File: config.mk
export PLATFORM = sky130hd
export DESIGN_NAME = voltage_trip_monitor_ctrl
export DESIGN_NICKNAME = d
export VERILOG_FILES = /design/src/include/vtm_pkg.sv /design/src/include/vtm_mon_if.sv /design/src/logic/vtm_instr_div.sv /design/src/logic/vtm_event_core.sv /design/src/logic/voltage_trip_monitor_ctrl.sv
export SDC_FILE = /design/constraint.sdc
export NUM_CORES = 1
export LEC_CHECK = 0
export ABC_AREA = 1
export BUFFER_PORTS_ARGS = -buffer_cell sky130_fd_sc_hd__buf_2
export CAP_MARGIN = 10
export CORE_ASPECT_RATIO = 1.75
export CORE_MARGIN = 1.5
export CORE_UTILIZATION = 26
export CTS_CLUSTER_SIZE = 40
export DETAILED_ROUTE_END_ITERATION = 16
export RECOVER_POWER = 25
export SETUP_SLACK_MARGIN = 0.2
export SYNTH_ARGS = -nofsm -noshare
export SYNTH_HDL_FRONTEND = slang
export SYNTH_SLANG_ARGS = --single-unit
export TNS_END_PERCENT = 20
File: constraint.sdc
create_clock -name clk_sys_i -period 2.45 [get_ports clk_sys_i]
set_clock_uncertainty 0.15 [all_clocks]
set_input_delay 0.3675 -clock clk_sys_i [delete_from_list [all_inputs] [get_ports clk_sys_i]]
set_output_delay 0.3675 -clock clk_sys_i [all_outputs]
set_load 0.02 [all_outputs]
File: src/include/vtm_pkg.sv
/*
   Shared constants for the supply voltage trip monitor: register offsets,
   control field positions, reset values, bus responses and monitor states.
   Assumes a 32-bit register bus with byte addresses of 12 bits.
*/
package vtm_pkg;
   // -------------------------------------------------------------
   // register map
   // -------------------------------------------------------------
   localparam int ADDR_W = 12;
   localparam logic [11:0] CTRL_OFS = 12'h114;
   localparam logic [11:0] STAT_OFS = 12'h118;
   localparam logic [11:0] MASK_OFS = 12'h11c;
   // -------------------------------------------------------------
   // control fields
   // -------------------------------------------------------------
   localparam int PWR_EN_BIT = 15;
   localparam int IDLE_STOP_BIT = 13;
   localparam int DIR_BIT = 11;
   localparam int BG_STABLE_BIT = 10;
   localparam int IR_STABLE_BIT = 9;
   localparam int EVT_LIVE_BIT = 8;
   localparam int CMP_EN_BIT = 7;
   localparam int LVL_MSB = 3;
   localparam logic [15:0] CTRL_RESET = 16'h0000;
   localparam logic [15:0] CTRL_WMASK = 16'ha88f;
   localparam logic [3:0] LVL_EXT_SENSE = 4'hf;
   localparam logic [3:0] LVL_FIRST_VALID = 4'h5;
   // -------------------------------------------------------------
   // status, mask and bus
   // -------------------------------------------------------------
   localparam int STS_W = 2;
   localparam int STS_TRIP_BIT = 0;
   localparam int STS_REF_BIT = 1;
   localparam logic [1:0] STS_RESET = 2'h0;
   localparam logic [1:0] MASK_RESET = 2'h0;
   localparam logic [1:0] RESP_OKAY = 2'h0;
   localparam logic [1:0] RESP_SLVERR = 2'h2;
   localparam int INSTR_DIV = 2;
   typedef enum logic [1:0] {
      MON_OFF = 2'b00,
      MON_REF_WAIT = 2'b01,
      MON_ARMED = 2'b11,
      MON_HALTED = 2'b10
   } mon_state_e;
endpackage

File: src/include/vtm_mon_if.sv
/*
   Carrier between the register side of the trip monitor and its event core.
   Assumes both ends run on the one system clock.
*/
`timescale 1ns/1ps
interface vtm_mon_if;
   logic operative;
   logic trip_direction;
   logic level_valid;
   logic event_live_status;
   modport ctl (
      output operative,
      output trip_direction,
      output level_valid,
      input event_live_status
   );
   modport core (
      input operative,
      input trip_direction,
      input level_valid,
      output event_live_status
   );
endinterface

File: src/logic/vtm_instr_div.sv
/*
   Instruction cycle enable: one-cycle pulse every DIV system clocks.
   Assumes a synchronous active-low reset.
*/
`timescale 1ns/1ps
module vtm_instr_div #(
   parameter int DIV = vtm_pkg::INSTR_DIV
) (
   input wire logic clk_sys_i,
   input wire logic resetn_i,
   output logic instr_en_o
);
   localparam int CW = (DIV > 1) ? $clog2(DIV) : 1;
   logic [CW-1:0] cnt_reg;

   always_ff @(posedge clk_sys_i) begin
      if (!resetn_i) begin
         cnt_reg <= '0;
         instr_en_o <= 1'b0;
      end else if (cnt_reg == CW'(DIV - 1)) begin
         cnt_reg <= '0;
         instr_en_o <= 1'b1;
      end else begin
         cnt_reg <= cnt_reg + 1'b1;
         instr_en_o <= 1'b0;
      end
   end
endmodule

File: src/logic/vtm_event_core.sv
/*
   Event core: synchronises the analog comparator result and evaluates the
   trip condition once per instruction cycle.
   Assumes the comparator reports 1 while the monitored voltage is at or
   above the selected trip point.
*/
`timescale 1ns/1ps
module vtm_event_core (
   input wire logic clk_sys_i,
   input wire logic resetn_i,
   input wire logic instr_en_i,
   input wire logic comp_above_i,
   vtm_mon_if.core mon
);
   logic sync1_reg;
   logic sync2_reg;

   // -------------------------------------------------------------
   // comparator synchroniser
   // -------------------------------------------------------------
   always_ff @(posedge clk_sys_i) begin
      if (!resetn_i) begin
         sync1_reg <= 1'b0;
         sync2_reg <= 1'b0;
      end else begin
         sync1_reg <= comp_above_i;
         sync2_reg <= sync1_reg;
      end
   end

   // -------------------------------------------------------------
   // trip evaluation
   // -------------------------------------------------------------
   always_ff @(posedge clk_sys_i) begin
      if (!resetn_i) begin
         mon.event_live_status <= 1'b0;
      end else if (instr_en_i) begin
         if (mon.operative && mon.level_valid) begin
            mon.event_live_status <= mon.trip_direction ? sync2_reg : !sync2_reg;
         end else begin
            mon.event_live_status <= 1'b0;
         end
      end
   end
endmodule

File: src/logic/voltage_trip_monitor_ctrl.sv
/*
   Supply voltage trip monitor control: AXI4-Lite register slave, control
   register, monitor state machine, sticky interrupt status with mask.
   Assumes an analog comparator and reference block outside that take the
   enables and level code and return compare and stable indications,
   all synchronous to clk_sys_i except the comparator result.
*/
`timescale 1ns/1ps
module voltage_trip_monitor_ctrl #(
   parameter int INSTR_DIV = vtm_pkg::INSTR_DIV
) (
   input wire logic clk_sys_i,
   input wire logic resetn_i,
   input wire logic [11:0] awaddr_i,
   input wire logic awvalid_i,
   output logic awready_o,
   input wire logic [31:0] wdata_i,
   input wire logic [3:0] wstrb_i,
   input wire logic wvalid_i,
   output logic wready_o,
   output logic [1:0] bresp_o,
   output logic bvalid_o,
   input wire logic bready_i,
   input wire logic [11:0] araddr_i,
   input wire logic arvalid_i,
   output logic arready_o,
   output logic [31:0] rdata_o,
   output logic [1:0] rresp_o,
   output logic rvalid_o,
   input wire logic rready_i,
   input wire logic comp_above_i,
   input wire logic bandgap_stable_i,
   input wire logic intref_stable_i,
   input wire logic idle_mode_i,
   input wire logic brownout_reset_i,
   output logic detector_power_o,
   output logic comparator_on_o,
   output logic [3:0] trip_level_o,
   output logic ext_sense_select_o,
   output logic irq_o
);
   // -------------------------------------------------------------
   // declarations
   // -------------------------------------------------------------
   logic aw_held_reg;
   logic w_held_reg;
   logic [11:0] aw_addr_reg;
   logic [31:0] w_data_reg;
   logic [3:0] w_strb_reg;
   logic aw_held_next;
   logic w_held_next;
   logic bvalid_next;
   logic rvalid_next;
   logic wr_fire;
   logic wr_ctrl;
   logic wr_stat;
   logic wr_mask;
   logic [15:0] lane_mask;
   logic [31:0] rd_word;
   logic rd_hit;
   logic [15:0] ctrl_reg;
   logic [15:0] ctrl_view;
   logic [vtm_pkg::STS_W-1:0] status_reg;
   logic [vtm_pkg::STS_W-1:0] mask_reg;
   logic [vtm_pkg::STS_W-1:0] sts_set;
   logic [vtm_pkg::STS_W-1:0] sts_clr;
   logic intref_prev_reg;
   logic halt_req;
   logic mon_on;
   logic instr_en;
   vtm_pkg::mon_state_e state_reg;
   vtm_pkg::mon_state_e state_next;
   vtm_mon_if mon ();

   // -------------------------------------------------------------
   // write channel
   // -------------------------------------------------------------
   assign wr_fire = aw_held_reg && w_held_reg && !bvalid_o;

   always_comb begin
      aw_held_next = aw_held_reg;
      w_held_next = w_held_reg;
      bvalid_next = bvalid_o;
      if (awvalid_i && awready_o) begin
         aw_held_next = 1'b1;
      end else if (wr_fire) begin
         aw_held_next = 1'b0;
      end
      if (wvalid_i && wready_o) begin
         w_held_next = 1'b1;
      end else if (wr_fire) begin
         w_held_next = 1'b0;
      end
      if (wr_fire) begin
         bvalid_next = 1'b1;
      end else if (bvalid_o && bready_i) begin
         bvalid_next = 1'b0;
      end
   end

   always_ff @(posedge clk_sys_i) begin
      if (!resetn_i) begin
         aw_held_reg <= 1'b0;
         w_held_reg <= 1'b0;
         awready_o <= 1'b0;
         wready_o <= 1'b0;
         bvalid_o <= 1'b0;
      end else begin
         aw_held_reg <= aw_held_next;
         w_held_reg <= w_held_next;
         awready_o <= !aw_held_next && !bvalid_next;
         wready_o <= !w_held_next && !bvalid_next;
         bvalid_o <= bvalid_next;
      end
   end

   always_ff @(posedge clk_sys_i) begin
      if (!resetn_i) begin
         aw_addr_reg <= 12'h000;
         w_data_reg <= 32'h0000_0000;
         w_strb_reg <= 4'h0;
      end else begin
         if (awvalid_i && awready_o) begin
            aw_addr_reg <= awaddr_i;
         end
         if (wvalid_i && wready_o) begin
            w_data_reg <= wdata_i;
            w_strb_reg <= wstrb_i;
         end
      end
   end

   // -------------------------------------------------------------
   // write address decode
   // -------------------------------------------------------------
   always_comb begin
      wr_ctrl = 1'b0;
      wr_stat = 1'b0;
      wr_mask = 1'b0;
      if (aw_addr_reg[11:2] == vtm_pkg::CTRL_OFS[11:2]) begin
         wr_ctrl = wr_fire;
      end else if (aw_addr_reg[11:2] == vtm_pkg::STAT_OFS[11:2]) begin
         wr_stat = wr_fire;
      end else if (aw_addr_reg[11:2] == vtm_pkg::MASK_OFS[11:2]) begin
         wr_mask = wr_fire;
      end
   end

   always_ff @(posedge clk_sys_i) begin
      if (!resetn_i) begin
         bresp_o <= vtm_pkg::RESP_OKAY;
      end else if (wr_fire) begin
         bresp_o <= (wr_ctrl || wr_stat || wr_mask) ? vtm_pkg::RESP_OKAY
                                                    : vtm_pkg::RESP_SLVERR;
      end
   end

   // -------------------------------------------------------------
   // control register
   // -------------------------------------------------------------
   assign lane_mask = vtm_pkg::CTRL_WMASK & {{8{w_strb_reg[1]}}, {8{w_strb_reg[0]}}};

   always_ff @(posedge clk_sys_i) begin
      if (!resetn_i) begin
         ctrl_reg <= vtm_pkg::CTRL_RESET;
      end else if (wr_ctrl) begin
         // stable and live bits are not stored: writes to them are dropped
         ctrl_reg <= (ctrl_reg & ~lane_mask) | (w_data_reg[15:0] & lane_mask);
      end
   end

   // live view: stored fields plus hardware flags, unused bits zero
   always_comb begin
      ctrl_view = ctrl_reg & vtm_pkg::CTRL_WMASK;
      ctrl_view[vtm_pkg::BG_STABLE_BIT] = bandgap_stable_i;
      ctrl_view[vtm_pkg::IR_STABLE_BIT] = intref_stable_i;
      ctrl_view[vtm_pkg::EVT_LIVE_BIT] = mon.event_live_status;
   end

   // -------------------------------------------------------------
   // monitor state machine
   // -------------------------------------------------------------
   assign mon_on = ctrl_reg[vtm_pkg::PWR_EN_BIT] && ctrl_reg[vtm_pkg::CMP_EN_BIT];
   assign halt_req = ctrl_reg[vtm_pkg::IDLE_STOP_BIT] && idle_mode_i;

   always_comb begin
      state_next = state_reg;
      case (state_reg)
         vtm_pkg::MON_OFF: begin
            if (mon_on) begin
               state_next = vtm_pkg::MON_REF_WAIT;
            end
         end
         vtm_pkg::MON_REF_WAIT: begin
            if (!mon_on) begin
               state_next = vtm_pkg::MON_OFF;
            end else if (halt_req) begin
               state_next = vtm_pkg::MON_HALTED;
            end else if (intref_stable_i) begin
               state_next = vtm_pkg::MON_ARMED;
            end
         end
         vtm_pkg::MON_ARMED: begin
            if (!mon_on) begin
               state_next = vtm_pkg::MON_OFF;
            end else if (halt_req) begin
               state_next = vtm_pkg::MON_HALTED;
            end else if (!intref_stable_i) begin
               state_next = vtm_pkg::MON_REF_WAIT;
            end
         end
         vtm_pkg::MON_HALTED: begin
            if (!mon_on) begin
               state_next = vtm_pkg::MON_OFF;
            end else if (!halt_req) begin
               state_next = vtm_pkg::MON_REF_WAIT;
            end
         end
         default: begin
            state_next = vtm_pkg::MON_OFF;
         end
      endcase
   end

   always_ff @(posedge clk_sys_i) begin
      if (!resetn_i) begin
         state_reg <= vtm_pkg::MON_OFF;
      end else begin
         state_reg <= state_next;
      end
   end

   // -------------------------------------------------------------
   // event core
   // -------------------------------------------------------------
   assign mon.operative = mon_on && !halt_req;
   assign mon.trip_direction = ctrl_reg[vtm_pkg::DIR_BIT];
   // reserved codes never evaluate a trip
   assign mon.level_valid = ctrl_reg[vtm_pkg::LVL_MSB:0] >= vtm_pkg::LVL_FIRST_VALID;

   vtm_instr_div #(
      .DIV(INSTR_DIV)
   ) u_div (
      .clk_sys_i(clk_sys_i),
      .resetn_i(resetn_i),
      .instr_en_o(instr_en)
   );

   vtm_event_core u_core (
      .clk_sys_i(clk_sys_i),
      .resetn_i(resetn_i),
      .instr_en_i(instr_en),
      .comp_above_i(comp_above_i),
      .mon(mon.core)
   );

   // -------------------------------------------------------------
   // status, mask and interrupt
   // -------------------------------------------------------------
   always_comb begin
      sts_set = '0;
      // trip flag only while the reference is stable, or on brownout_reset_i
      sts_set[vtm_pkg::STS_TRIP_BIT] = (state_reg == vtm_pkg::MON_ARMED && intref_stable_i &&
                                        mon.event_live_status) || brownout_reset_i;
      sts_set[vtm_pkg::STS_REF_BIT] = mon_on && intref_stable_i && !intref_prev_reg;
      sts_clr = '0;
      if (wr_stat && w_strb_reg[0]) begin
         sts_clr = w_data_reg[vtm_pkg::STS_W-1:0];
         // clear ignored while the trip still holds
         if (mon.event_live_status) begin
            sts_clr[vtm_pkg::STS_TRIP_BIT] = 1'b0;
         end
      end
   end

   always_ff @(posedge clk_sys_i) begin
      if (!resetn_i) begin
         status_reg <= vtm_pkg::STS_RESET;
         intref_prev_reg <= 1'b0;
      end else begin
         // set wins over a same-cycle clear
         status_reg <= (status_reg & ~sts_clr) | sts_set;
         intref_prev_reg <= intref_stable_i;
      end
   end

   always_ff @(posedge clk_sys_i) begin
      if (!resetn_i) begin
         mask_reg <= vtm_pkg::MASK_RESET;
      end else if (wr_mask && w_strb_reg[0]) begin
         mask_reg <= w_data_reg[vtm_pkg::STS_W-1:0];
      end
   end

   always_ff @(posedge clk_sys_i) begin
      if (!resetn_i) begin
         irq_o <= 1'b0;
      end else begin
         irq_o <= |(status_reg & mask_reg);
      end
   end

   // -------------------------------------------------------------
   // read channel
   // -------------------------------------------------------------
   always_comb begin
      rd_word = 32'h0000_0000;
      rd_hit = 1'b1;
      if (araddr_i[11:2] == vtm_pkg::CTRL_OFS[11:2]) begin
         rd_word[15:0] = ctrl_view;
      end else if (araddr_i[11:2] == vtm_pkg::STAT_OFS[11:2]) begin
         rd_word[vtm_pkg::STS_W-1:0] = status_reg;
      end else if (araddr_i[11:2] == vtm_pkg::MASK_OFS[11:2]) begin
         rd_word[vtm_pkg::STS_W-1:0] = mask_reg;
      end else begin
         rd_hit = 1'b0;
      end
   end

   always_comb begin
      rvalid_next = rvalid_o;
      if (arvalid_i && arready_o) begin
         rvalid_next = 1'b1;
      end else if (rvalid_o && rready_i) begin
         rvalid_next = 1'b0;
      end
   end

   always_ff @(posedge clk_sys_i) begin
      if (!resetn_i) begin
         rvalid_o <= 1'b0;
         arready_o <= 1'b0;
         rdata_o <= 32'h0000_0000;
         rresp_o <= vtm_pkg::RESP_OKAY;
      end else begin
         rvalid_o <= rvalid_next;
         arready_o <= !rvalid_next;
         if (arvalid_i && arready_o) begin
            rdata_o <= rd_word;
            rresp_o <= rd_hit ? vtm_pkg::RESP_OKAY : vtm_pkg::RESP_SLVERR;
         end
      end
   end

   // -------------------------------------------------------------
   // analog side controls
   // -------------------------------------------------------------
   always_ff @(posedge clk_sys_i) begin
      if (!resetn_i) begin
         detector_power_o <= 1'b0;
         comparator_on_o <= 1'b0;
         trip_level_o <= 4'h0;
         ext_sense_select_o <= 1'b0;
      end else begin
         detector_power_o <= ctrl_reg[vtm_pkg::PWR_EN_BIT];
         // comparator idles while halted to save current
         comparator_on_o <= mon.operative;
         trip_level_o <= ctrl_reg[vtm_pkg::LVL_MSB:0];
         ext_sense_select_o <= ctrl_reg[vtm_pkg::LVL_MSB:0] == vtm_pkg::LVL_EXT_SENSE;
      end
   end
endmodule

==> metrics list <==
* # Post-CTS Setup Buffers: 0
* Y dimension of the die: 142 um
* Maximum achievable frequency: 547 MHz
- Post-detailed-placement half-perimeter wirelength: 4.90 mm
* Library cell contributing the largest single delay on the critical path: inv_1
* Worst R2R End: wready_o
- Counting tap cells, the placed design contains a total of 562 instances.
- The top cell type by area accounts for 47.1% of the synthesized area.
* Clock Tree Root: clkbuf_16
- Status: completed
* Met1 track demand over resource: 12.0%
- For the worst-skew pair, the clock arrives at the later sink with an insertion delay of 0.33 ns.
- In this run the tightest slew margin relative to its limit is 51.4%.
- Via count of the routed design: 2,472
- Summed over all failing endpoints, the final setup total negative slack is 0 ns.
* Post-Synthesis Mean Instance Area: 7.70 um^2
* Register-to-Register Path Depth: 5
* Wirelength, routed: 6.41 mm
* Top Ports: 121
* Required time worst endpoint: 2.53 ns
- Async SR Flop Fraction: 0%
* DRC violation count after routing: 0
* Final critical path time including I/O delays and setup: 1.83 ns
- The floorplan has 50 rows.
- The critical path starts at resetn_i.
- Setup violations remaining at the end of the flow were counted as 0.
* Die Outline Area: 0.0118 mm^2
* Worst Setup End Kind: flop
* WS Path Type: input pin to flop
- Among all flip-flop cells after synthesis, the most frequent one is dfxtp_1.
* Post-DRT Antenna Nets: 0
* Count of max-cap constraint violations: 0
- Total number of clock tree sinks: 68
- Input and output buffers added on the ports amount to 67.
* Utilization after layout: 33.3%
* Startpoint of the worst register-to-register path: wready_o
* Number of antenna violations at the first check in global routing: 0
- Overflow left after global routing: 0
- Leading cell type by number of instances after synthesis: dfxtp_1
* Portion of the post-synthesis area used by sequential elements: 47.1%
* Setup slack of the critical path after layout: 0.620 ns
- Biggest area contributors in the synthesized netlist: dfxtp_1, nor2_1, nand2_1, buf_4, o21ai_0
* P per Cell Area: 811 mW/mm^2
* # H-tree levels: 3
- Starting DRC count in detailed routing: 102
- In the routed layout, each cell is associated on average with a via count of 4.28.
- Global-route met2 utilization: 20.5%
- Fraction of final layout cells with drive strength greater than 1: 23.0%
* Chip Width: 82.7 um
- Arrival time reported for the critical path endpoint: 1.91 ns
* Number of flops mapped to enable cells by yosys: 0
- Number of standard cells after synthesis: 375
- The largest single stage delay on the critical path is 0.55 ns.
- Count of unique library cells instantiated by Yosys: 32
- In this run the worst path has a maximum fanout of 19.
- Diodes inserted: 0
* Cells resized by post-CTS repair: 0
- TritonCTS created 9 clock buffers.
* Largest net degree at the start of global routing: 31
* Worst supply voltage drop on vdd: 0.454 mV
- The first global-routing pass estimated 10.2 mm of wire.
- For this configuration, the core starts out at a cell density of 26.8%.
* Number of nets in the layout: 515
- Excluding fillers, the count of instances in the completed layout stands at 578.
- Routability-driven placement finished with a final weighted congestion of 0.731.
* Area growth from synthesis to layout: 24.0%
* Total count of max-transition violations in the final report: 0
- CTS clock-pin slew for the worst setup and hold paths: 0.06 ns
* Worst-Margin Slew: 0.729 ns
* Worst slack, placed: 0.658 ns
* Placed Instance Area: 0.00326 mm^2
* Class of the most critical hold timing path: input pin to flop
* Final design instance area without fill: 0.00358 mm^2
- Unrepaired setup endpoints after global routing: false
* Synthesized flop and latch total: 68
* Startpoint of the tightest hold check path: comp_above_i
- Hold bufs inserted after CTS: 0
* Clock Tree Buf Depth: 2
* Worst-case register-to-register setup slack: 0.89 ns
* Drt wl/cell: 11.1 um
* Most used routing layer: met2
- Yosys synthesis warning count: 0
* Vias in the first global route: 2,290
- Critical path, cell by cell: clkbuf_1 > inv_1 > nor2_1 > nand4_1 > o31ai_1
* Top cells by count, synth: dfxtp_1, nor2_1, nand2_1
- Global Route met3 Usage: 2.95%
- Summed instance area of the synthesized netlist: 0.00289 mm^2
- Final cycle utilization of the critical path: 74.7%
* Core outline area: 0.0108 mm^2
* Final-report hold violation count: 0
- Detailed Routing Iterations Pass 1: 4
- The biggest area contributor in the post-synthesis netlist is dfxtp_1.
- The analysis attributes to cell leakage a power of 1.69 nW.
- Global routing consumed, over all layers together, 11.6% of the routing resources.
* Clock tree from TritonCTS: built
- STA classifies the critical path startpoint as an input pin.
* WHS Endpoint: u_core.sync1_reg
* Count of cells along the worst hold path: 3
-- logic make-up after synthesis --
logic type | after synthesis | synth area share (%)
buffers and inverters | 83 | 14.0
other | 1 | 0.130
and+or+nand+nor | 149 | 24.0
AOI/OAI and AO/OA | 73 | 14.4
xor gates and xnor gates | 1 | 0.303
DFF | 68 | 47.1
-- per-stage QoR --
stage / total power, W / hold WS (ns)
floorplan: 0.00147 / 0.240
detailed placement: 0.00154 / 0.251
global placement: 0.00152 / 0.251
CTS: 0.00293 / 0.0899
finish: 0.00290 / 0.0875
global route: 0.00304 / 0.0799
-- layout make-up --
cell class	instances	area, um^2
repair buffers	68	338
inverters	50	189
multi-input cells	246	1200
clock inverters	7	100
clock buffers	9	225
fillers	1179	7180
flip-flops and latches	68	1360
well taps	130	163
-- cell usage in the layout, fill, tap and decap left out, types with 3 or more instances in the layout --
cell type  instances
a211oi_2           5
nand2_1           53
nand3_1           15
inv_1             46
o21ai_1            3
dfxtp_1           68
conb_1            23
o21ai_0           34
a21oi_1           26
nor2_2             5
buf_2             63
nor2_1            60
nand4_1            3
clkbuf_16          9
clkinv_4           3
clkbuf_1           4
-- routing by layer --
metal,routed length [um],part of all wire [%]
met4,231,3.6
met2,3280,51
met3,375,5.9
met1,2520,39
met5,0,0
-- power by group --
part / internal, W / total (W) / switching, W
Combinational: 0.000100 / 0.000304 / 0.000204
Sequential: 0.00117 / 0.00121 / 0.0000398
Clock: 0.000897 / 0.00139 / 0.000493
Total: 0.00217 / 0.00290 / 0.000737
-- how the worst max path moves through the flow --
stage	to	slack (ns)	depth (start not counted)
2_1_floorplan	flop	1.10	6
3_3_place_gp	wready_o	0.68	6
3_5_place_dp	wready_o	0.66	6
4_1_cts	wready_o	0.83	5
5_1_grt	u_core.mon.event_live_status	0.50	5
6_report	u_core.mon.event_live_status	0.62	5
-- worst max-delay path: cells and delay by family --
family | cells | cell delay [ns]
compound gates | 1 | 0.08
buf+inv | 2 | 1.09
simple gates | 2 | 0.38
(Power assumes the default switching activity.)
